## src/logic/flash_status_protect_consts.vh

```
// Notes on behaviour
// - Ready flag low during auto operation
// - Faulted operation keeps flag low until reset
// - Bit 2 reports flash or mask ROM
// - Bits 7:4 report per-block protection
// - Program to protected block is refused
// - Status register read-only, reserved bits zero
// - Protect enable bit 0, power-on sets one
// - Protection active needs enable and all blocks
// - Active protection blocks non-ROM access to the protect control register
`ifndef FLASH_STATUS_PROTECT_CONSTS_VH
`define FLASH_STATUS_PROTECT_CONSTS_VH
`define ROM_PROTECT_CONTROL_ADDR 32'hFFFFE518
`define FLASH_CONTROL_STATUS_ADDR 32'hFFFFE520
`define IRQ_STATUS_ADDR 32'hFFFFE524
`define IRQ_MASK_ADDR 32'hFFFFE528
`define FLASH_COMMAND_ADDR 32'hFFFFE52C
`define FCS_READY_BIT 0
`define FCS_KIND_BIT 2
`define FCS_PROT_LSB 4
`define FCS_PROT_MSB 7
`define ROM_PROT_RESET 1'b1
`define IRQ_DONE_BIT 0
`define IRQ_FAULT_BIT 1
`define IRQ_REFUSED_BIT 2
`define IRQ_WIDTH 3
`define CMD_START 2'h1
`define CMD_RESET 2'h2
`define ALL_BLOCKS 4'hF
`endif

```

## src/logic/auto_op_sequencer.v

```verilog
`timescale 1ns/10ps
`include "flash_status_protect_consts.vh"
// Tracks one automatic flash operation and its ready flag
module auto_op_sequencer
(
  // Clock and reset
  input wire core_clk,
  input wire rst,
  // Command side
  input wire start_pulse,
  input wire reset_cmd_pulse,
  input wire target_protected,
  // Flash array side
  input wire array_done,
  input wire array_fault,
  output reg array_go,
  // Status
  output reg ready_reg,
  output reg done_pulse,
  output reg fault_pulse,
  output reg refused_pulse
);
  reg faulted_reg;

  // Ready drops on a start to an unprotected block, returns on clean done; a fault latches busy
  always @(posedge core_clk)
  begin
    if (rst)
    begin
      ready_reg <= 1'b1;
      faulted_reg <= 1'b0;
      array_go <= 1'b0;
      done_pulse <= 1'b0;
      fault_pulse <= 1'b0;
      refused_pulse <= 1'b0;
    end
    else
    begin
      array_go <= 1'b0;
      done_pulse <= 1'b0;
      fault_pulse <= 1'b0;
      refused_pulse <= 1'b0;
      if (reset_cmd_pulse && !faulted_reg)
        ready_reg <= 1'b1; // Clears a stuck non-fault busy state
      else if (start_pulse && ready_reg)
      begin
        if (target_protected)
          refused_pulse <= 1'b1; // Protected block left untouched
        else
        begin
          ready_reg <= 1'b0;
          array_go <= 1'b1;
        end
      end
      else if (!ready_reg && !faulted_reg && array_fault)
      begin
        faulted_reg <= 1'b1; // Only hardware reset releases this
        fault_pulse <= 1'b1;
      end
      else if (!ready_reg && !faulted_reg && array_done)
      begin
        ready_reg <= 1'b1;
        done_pulse <= 1'b1;
      end
    end
  end
endmodule // auto_op_sequencer

```

## src/logic/rom_protect_gate.v

```verilog
`timescale 1ns/10ps
`include "flash_status_protect_consts.vh"
// Decides whether ROM data protection is in force
module rom_protect_gate
(
  // Inputs
  input wire enable_bit,
  input wire [3:0] block_flags,
  input wire fetch_from_rom,
  // Outputs
  output wire protect_active,
  output wire access_allowed
);
  // Needs enable and every block protected
  assign protect_active = enable_bit && (block_flags == `ALL_BLOCKS);
  // Non-ROM code locked out while active
  assign access_allowed = !protect_active || fetch_from_rom;
endmodule // rom_protect_gate

```

## src/logic/flash_status_protect_regs.v

```verilog
// Our own choice: register access over APB.
`timescale 1ns/10ps
`include "flash_status_protect_consts.vh"
// Status and ROM protection registers on APB
module flash_status_protect_regs
(
  // Clock and reset
  input wire core_clk,
  input wire rst,
  input wire power_on_rst,
  // APB slave
  input wire psel,
  input wire penable,
  input wire pwrite,
  input wire [31:0] paddr,
  input wire [31:0] pwdata,
  output wire pready,
  output reg [31:0] prdata,
  output wire pslverr,
  // Core side
  input wire fetch_from_rom,
  input wire mask_rom_strap,
  input wire [3:0] block_protect_in,
  input wire [1:0] target_block,
  // Flash array
  input wire array_done,
  input wire array_fault,
  output wire array_go,
  output wire rom_protect_active,
  // Interrupt
  output wire irq
);
  reg rom_prot_reg;
  reg kind_reg;
  reg [3:0] prot_reg;
  reg [`IRQ_WIDTH-1:0] irq_status_reg;
  reg [`IRQ_WIDTH-1:0] irq_mask_reg;
  reg [`IRQ_WIDTH-1:0] irq_status_next;
  reg [31:0] rdata_next;
  wire ready_flag;
  wire done_pulse;
  wire fault_pulse;
  wire refused_pulse;
  wire access_ok;
  wire wr_access;
  wire rd_access;
  wire start_pulse;
  wire reset_cmd_pulse;
  wire addr_ok;

  // Address decode used only for the error response
  function is_mapped;
    input [31:0] a;
    begin
      is_mapped = (a == `ROM_PROTECT_CONTROL_ADDR) || (a == `FLASH_CONTROL_STATUS_ADDR) ||
                  (a == `IRQ_STATUS_ADDR) || (a == `IRQ_MASK_ADDR) || (a == `FLASH_COMMAND_ADDR);
    end
  endfunction

  // Zero wait state slave
  assign pready = 1'b1;
  assign wr_access = psel && penable && pwrite;
  assign rd_access = psel && penable && !pwrite;
  assign addr_ok = is_mapped(paddr);
  // Blocked protect register access reports an error
  assign pslverr = psel && penable && (!addr_ok || ((paddr == `ROM_PROTECT_CONTROL_ADDR) && !access_ok));
  // Status register has no write path
  assign start_pulse = wr_access && (paddr == `FLASH_COMMAND_ADDR) && (pwdata[1:0] == `CMD_START);
  assign reset_cmd_pulse = wr_access && (paddr == `FLASH_COMMAND_ADDR) && (pwdata[1:0] == `CMD_RESET);

  auto_op_sequencer u_seq
  (
    .core_clk(core_clk),
    .rst(rst),
    .start_pulse(start_pulse),
    .reset_cmd_pulse(reset_cmd_pulse),
    .target_protected(prot_reg[target_block]),
    .array_done(array_done),
    .array_fault(array_fault),
    .array_go(array_go),
    .ready_reg(ready_flag),
    .done_pulse(done_pulse),
    .fault_pulse(fault_pulse),
    .refused_pulse(refused_pulse)
  );

  rom_protect_gate u_gate
  (
    .enable_bit(rom_prot_reg),
    .block_flags(prot_reg),
    .fetch_from_rom(fetch_from_rom),
    .protect_active(rom_protect_active),
    .access_allowed(access_ok)
  );

  // Protect enable survives ordinary resets; only power-on reset forces it to one
  always @(posedge core_clk)
  begin
    if (power_on_rst)
      rom_prot_reg <= `ROM_PROT_RESET;
    else if (wr_access && (paddr == `ROM_PROTECT_CONTROL_ADDR) && access_ok)
      rom_prot_reg <= pwdata[0];
  end

  // Type and block flags sampled from synchronous strap/array inputs
  always @(posedge core_clk)
  begin
    if (rst)
    begin
      kind_reg <= 1'b0;
      prot_reg <= 4'h0;
    end
    else
    begin
      kind_reg <= mask_rom_strap;
      prot_reg <= block_protect_in;
    end
  end

  // Sticky events; set beats the read-clear
  always @*
  begin
    irq_status_next = irq_status_reg;
    // Clear only what setup captured, so an event landing in between survives
    if (rd_access && (paddr == `IRQ_STATUS_ADDR))
      irq_status_next = irq_status_reg & ~prdata[`IRQ_WIDTH-1:0];
    irq_status_next = irq_status_next | {refused_pulse, fault_pulse, done_pulse};
  end

  always @(posedge core_clk)
  begin
    if (rst)
    begin
      irq_status_reg <= {`IRQ_WIDTH{1'b0}};
      irq_mask_reg <= {`IRQ_WIDTH{1'b0}};
    end
    else
    begin
      irq_status_reg <= irq_status_next;
      if (wr_access && (paddr == `IRQ_MASK_ADDR))
        irq_mask_reg <= pwdata[`IRQ_WIDTH-1:0];
    end
  end

  assign irq = |(irq_status_reg & irq_mask_reg);

  // Read mux; reserved bits read zero
  always @*
  begin
    rdata_next = 32'h00000000;
    case (paddr)
      `FLASH_CONTROL_STATUS_ADDR:
      begin
        rdata_next[`FCS_READY_BIT] = ready_flag;
        rdata_next[`FCS_KIND_BIT] = kind_reg;
        rdata_next[`FCS_PROT_MSB:`FCS_PROT_LSB] = prot_reg;
      end
      `ROM_PROTECT_CONTROL_ADDR: rdata_next[0] = access_ok ? rom_prot_reg : 1'b0;
      `IRQ_STATUS_ADDR: rdata_next[`IRQ_WIDTH-1:0] = irq_status_reg;
      `IRQ_MASK_ADDR: rdata_next[`IRQ_WIDTH-1:0] = irq_mask_reg;
      default: rdata_next = 32'h00000000;
    endcase
  end

  // Read data registered during setup phase, valid in access phase
  always @(posedge core_clk)
  begin
    if (rst)
      prdata <= 32'h00000000;
    else if (psel && !penable && !pwrite)
      prdata <= rdata_next;
  end
endmodule // flash_status_protect_regs

```

## config.mk

```make
export PLATFORM = sky130hd
export DESIGN_NAME = flash_status_protect_regs
export DESIGN_NICKNAME = d
export VERILOG_FILES = /design/src/logic/auto_op_sequencer.v /design/src/logic/rom_protect_gate.v /design/src/logic/flash_status_protect_regs.v
export VERILOG_INCLUDE_DIRS = /design/src /design/src/logic
export SDC_FILE = /design/constraint.sdc
export NUM_CORES = 1
export LEC_CHECK = 0
export ABC_AREA = 1
export BUFFER_PORTS_ARGS = -buffer_cell sky130_fd_sc_hd__buf_2
export CAP_MARGIN = 25
export CORE_MARGIN = 8
export CORE_UTILIZATION = 44
export CTS_CLUSTER_SIZE = 16
export DETAILED_ROUTE_END_ITERATION = 16
export PLACE_DENSITY = 0.86
export SLEW_MARGIN = 10
export SYNTH_ARGS = -nofsm -noshare
export SYNTH_HDL_FRONTEND = slang
export SYNTH_SLANG_ARGS = --single-unit
```

## constraint.sdc

```tcl
create_clock -name core_clk -period 2.2 [get_ports core_clk]
set_input_delay 0.11 -clock core_clk [delete_from_list [all_inputs] [get_ports core_clk]]
set_output_delay 0.11 -clock core_clk [all_outputs]
set_load 0.02 [all_outputs]
```

Yosys cells after proc, flatten, opt, wreduce, memory -nomap -nowiden:

Index checks and enable logic that the tools add are counted.

* mux-type cells: 16
* reduce and logical (&&, ||, !) cells: 41
* equal/unequal tests: 10
* divide/modulo/power cells: 0
* $lt $le $gt $ge: 1
* add/subtract/negate cells: 0
* bitwise gates (word level): 6
* multipliers: 0
* shift operators: 0

Operators by type and width (number)
* 32-bit == test, second input constant: 5
* 1-bit logical AND: 20
* 1-bit two-way mux: 10
* 3-bit OR reduction: 3
* 1-bit zero test: 7
* 3-bit bitwise AND: 2
* 1-bit logical OR: 6
* 3-bit AND reduction: 2
* 4-bit == test, second input constant: 1
* 4-bit two-way mux: 1
* 1-bit case mux with 4 select lines: 1
* 4-bit OR reduction: 1
* 2-bit by 3-bit < comparator with 1-bit output, second input constant: 1
* 3-bit two-way mux: 1
* 3-bit NOT: 1
* 3-bit OR: 1
* 1-bit case mux with 3 select lines: 1
* 1-bit binary-select mux with 2-bit select: 1
* 2-bit by 1-bit == test with 1-bit output, second input constant: 1
* 2-bit == test, second input constant: 1
* 2-bit by 1-bit != test with 1-bit output, second input constant: 1
* 2-bit != test, second input constant: 1
* 1-bit NOT: 2
* 1-bit case mux with 2 select lines: 1
* 2 further kinds: 2

* output and inout port bits: 37
* word-level logic and storage cells: 86
* memory bits (writable): 0
* bits in read-only memories: 0
* memories kept: 0
* register bits after elaboration: 25
* bits of input ports: 80
* latch bits: 0

Longest topological paths before layout:

* depth after elaboration: 8
* gate-level depth with buffers: 10
* gate-level depth less buffers: 10

Modules after synthesis:

A second synthesis with hierarchy kept.

* cell total of the unflattened synthesis: 248
* area total of the unflattened synthesis: 1632.8 um^2

Modules (own cells, without submodules)
* flash_status_protect_regs: area each 1370.1 um^2, seq. area each 380.4 um^2, instances 1, cells each 210
* auto_op_sequencer: area each 226.5 um^2, seq. area each 120.1 um^2, instances 1, cells each 29
* rom_protect_gate: area each 36.3 um^2, seq. area each 0.0 um^2, instances 1, cells each 9

Worst setup path after synthesis:

Ideal clock, no wire load.

* path kind: flip-flop to output port
* start point: reg prot_reg[0]
* end point: out pslverr
* cell stages (with the launch flop): 6
* arrival: 1229 ps
* path slack: 861 ps
* path buffers: 0
* data required time: 2090 ps
* path through: dfxtp_1 > nand2_1 > nor2_1 > and2_1 > nand3_1 > a21oi_1

* word-level cells in the longest chain between the ends: 8

RTL lines
* start: declaration: line flash_status_protect_regs.v:35 `reg [3:0] prot_reg;`
* start signal: assignment: line flash_status_protect_regs.v:116 `prot_reg <= block_protect_in;`
* 4-bit == test (no line)
* 1-bit logical AND: line rom_protect_gate.v:15 `` assign protect_active = enable_bit && (block_flags == `ALL_BLOCKS); ``
* net rom_protect_active: line flash_status_protect_regs.v:29 `output wire rom_protect_active,`
* 1-bit zero test: line rom_protect_gate.v:17 `assign access_allowed = !protect_active || fetch_from_rom;`
* 1-bit logical OR: line rom_protect_gate.v:17
* 1-bit zero test: line flash_status_protect_regs.v:66 `` assign pslverr = psel && penable && (!addr_ok || ((paddr == `ROM_PROTECT_CONTROL_ADDR) && !access_ok)); ``
* 1-bit logical AND: line flash_status_protect_regs.v:66
* 1-bit logical OR: line flash_status_protect_regs.v:66
* 1-bit logical AND: line flash_status_protect_regs.v:66
* end: declaration: line flash_status_protect_regs.v:19 `output wire pslverr,`

The timed path passes the listed nets, and every way through them passes these cells.

Worst setup path in the final report:

* start point: reg prot_reg[1]
* end point: out pslverr

* word-level cells in the longest chain between the ends: 8

RTL lines (line)
* 4-bit == test (no line)
* 1-bit logical AND: rom_protect_gate.v:15
* 1-bit zero test: rom_protect_gate.v:17
* 1-bit logical OR: rom_protect_gate.v:17
* 1-bit zero test: flash_status_protect_regs.v:66
* 1-bit logical AND: flash_status_protect_regs.v:66
* 1-bit logical OR: flash_status_protect_regs.v:66
* 1-bit logical AND: flash_status_protect_regs.v:66

No other way between the ends.

==> flow_summary.json <==
{
  "status": "finished, final reports clean",
  "path_clk_slew_ns": 0.09,
  "clk_latency_ns": 0.27,
  "cp_max_fo": 3,
  "critPathArrivalTime_ns": 1.56,
  "cts_sinks": 25,
  "antenna_found_initial": 0,
  "synthToLayoutAreaGrowth_pct": 18.3,
  "rows": 22,
  "ctsHoldBuffers": 0,
  "nets": 383,
  "swShare_pct": 29.0,
  "slowest_stage": "dfxtp_1",
  "post-dp-hpwl_um": 3190,
  "grt_pass1_vias": 1663,
  "r2r_slack_ns": 0.96,
  "rr_endpoint": "prdata[0]",
  "ctsRootBufferMaster": "clkbuf_8",
  "grt.overflow.total": 0,
  "rsz0062_at_grt": "no",
  "synthCells": 241,
  "drt-total-wl_um": 3780,
  "cp.required_ns": 2.09,
  "yosys_warnings": 0,
  "comb_power_share_pct": 17.7,
  "power_leakage_uw": 0.000961,
  "ctsResizeCount": 0,
  "maxSlewViolCount": 0,
  "drv_cap": 0,
  "hp-class": "input pin to flip-flop",
  "drive_gt1_share_pct": 30.1,
  "finalSetupViolCount": 0,
  "switching_power_uw": 264,
  "worstPathCellList": "nand2_1, nor2_1, and2_1, nand3_1, a21oi_1, buf_2",
  "critPathLaunchType": "flip-flop",
  "start_util_pct": 44.9,
  "drtIter0Drc": 99,
  "intPower_uw": 646,
  "use_met2_pct": 24.6,
  "synth.avg_cell_area_um2": 6.71,
  "r2r_cells": 7,
  "via_per_inst": 4.45,
  "tritoncts": "done",
  "grt_first_pass_wirelength_um": 6770,
  "seqPwrFrac_pct": 51.5,
  "r2r-start": "prot_reg[1]",
  "gp_congestion": 0.807,
  "ys_seq_elements": 25,
  "synth_area_um2": 1620,
  "maxClockFrequency_ghz": 0.597,
  "crit_family": "simple AND/OR/NAND/NOR gates",
  "ir_worst_vdd_v": 0.000209,
  "wire_per_inst_um": 10.8,
  "cpPeakStageDelay_ns": 0.37,
  "power_frac_clock_pct": 30.8,
  "dr.pass1.iters": 4,
  "drc": 0,
  "period_share_pct": 76.1,
  "cts_buffer_depth": 2,
  "grt_max_degree": 16,
  "skew_ns": 0.00190,
  "hold_start": "block_protect_in[3]",
  "tns_ns": 0,
  "synth_cell_types": 32,
  "grtUsageTotal_pct": 13.2,
  "route.vias.total": 1558,
  "dieHeight_um": 76.6,
  "endpoint_kind": "output pin",
  "holdWs_ns": 0.0307,
  "largest_reg_flops": 7,
  "final_antenna_net_count": 0,
  "fin_crit_ns": 1.67,
  "die-width_um": 76.6,
  "core_um2": 3610,
  "crit_buf_inv": 1,
  "numCtsBuffers": 3,
  "power_density_nw_per_um2": 475,
  "min_to": "prot_reg[3]",
  "hold_violations": 0,
  "ios": 117,
  "antenna-diode-count": 0,
  "htreeDepth": 1,
  "use_met1_pct": 13.1,
  "die_area_um2": 5870,
  "grt-busiest-layer": "met2",
  "io_buffers": 61,
  "holdPathStages": 3,
  "post-cts-setup-buffer-count": 0,
  "seq_area_frac_synth_pct": 30.9,
  "use_met3_pct": 4.01,
  "criticalPathCategory": "flip-flop to output pin"
}
[placed cells by master, fill, tap and decap left out, types with 2 or more instances in the layout]
cell type  count
nor2_4         5
nand2_2        5
nand2_1       50
nor2_1        28
o211ai_1       2
nor3_1         3
clkbuf_8       3
nand3_1       10
nand4_2        2
nor3_2         2
inv_2          5
inv_1         33
and2_1         2
o21ai_0       11
a21oi_1       13
nor2_2         3
buf_2         61
dfxtp_1       25
conb_1        26
[layer usage]
metal,vias up,share of wire (%)
met5,-,0
met4,0,1.9
met3,7,7.2
met2,52,52
met1,679,39
li1,820,-
[worst max path at each step]
| stage | start | end | slack (ns) | cells past startpoint |
|---|---|---|---|---|
| floorplan | prot_reg[0] | pslverr | 0.86 | 5 |
| global placement | paddr[17] | pslverr | 0.70 | 9 |
| detailed placement | paddr[17] | pslverr | 0.70 | 9 |
| CTS | prot_reg[1] | pslverr | 0.55 | 6 |
| global route | prot_reg[0] | pslverr | 0.43 | 6 |
| finish | prot_reg[1] | pslverr | 0.53 | 6 |
[kinds of logic after synthesis]
logic type             synth area share [%]
AND/OR/NAND/NOR                        35.4
buffers and inverters                  22.1
AO/OA/AOI/OAI                          11.1
flip-flops                             30.9
other                                 0.464
[worst register-to-register path: stages (launching register included)]
cell	delay, ns
dfxtp_1	0.37
nand2_1	0.07
nor2_1	0.21
a21boi_0	0.13
nand3_1	0.11
nand2_1	0.06
o21ai_1	0.12
a21oi_1	0.07
[layout make-up]
| cell class | instances | area (µm²) |
|---|---|---|
| Inverter | 38 | 143 |
| Multi-Input combinational cell | 173 | 850 |
| Fill cell | 361 | 1690 |
| Clock buffer | 3 | 41.3 |
| Timing Repair Buffer | 62 | 313 |
| Clock inverter | 1 | 7.51 |
| Sequential cell | 25 | 500 |
| Tap cell | 48 | 60.1 |
[power groups by stage]
stage | Clock [µW] | Sequential, µW | Combinational, µW
global placement | 0 | 478 | 157
finish | 280 | 468 | 161
detailed placement | 0 | 479 | 160
floorplan | 0 | 484 | 127
global route | 299 | 470 | 181
CTS | 281 | 468 | 160
[synthesized netlist by cell type, drive strengths merged]
library cell	n	area share (%)
nor2	36	11
buf	28	13
conb	2	0.46
inv	38	8.8
o2bb2ai	1	0.54
nor3	6	3.2
o21bai	1	0.46
and2	2	0.77
nand4	3	1.9
nor4	1	0.39
o211ai	2	0.93
a21boi	1	0.46
nand3	11	3.7
a21oi	13	4.0
clkbuf	1	0.23
dfxtp	25	31
nor3b	1	0.77
nand2	55	14
o21ai	12	3.7
a32oi	1	0.54
a31oi	1	0.39
[through the flow]
stage	total power (µW)	setup WS, ns	cell area [µm²]	cells	util (%)
4_1_cts	909	0.549	1910	350	53.1
2_1_floorplan	611	0.861	1710	265	-
5_1_grt	950	0.427	1910	350	53.1
3_5_place_dp	639	0.700	1870	346	51.7
3_3_place_gp	635	0.698	1870	346	51.7
6_report	910	0.526	1910	350	53.1
Power figures use the tool's default switching activity.
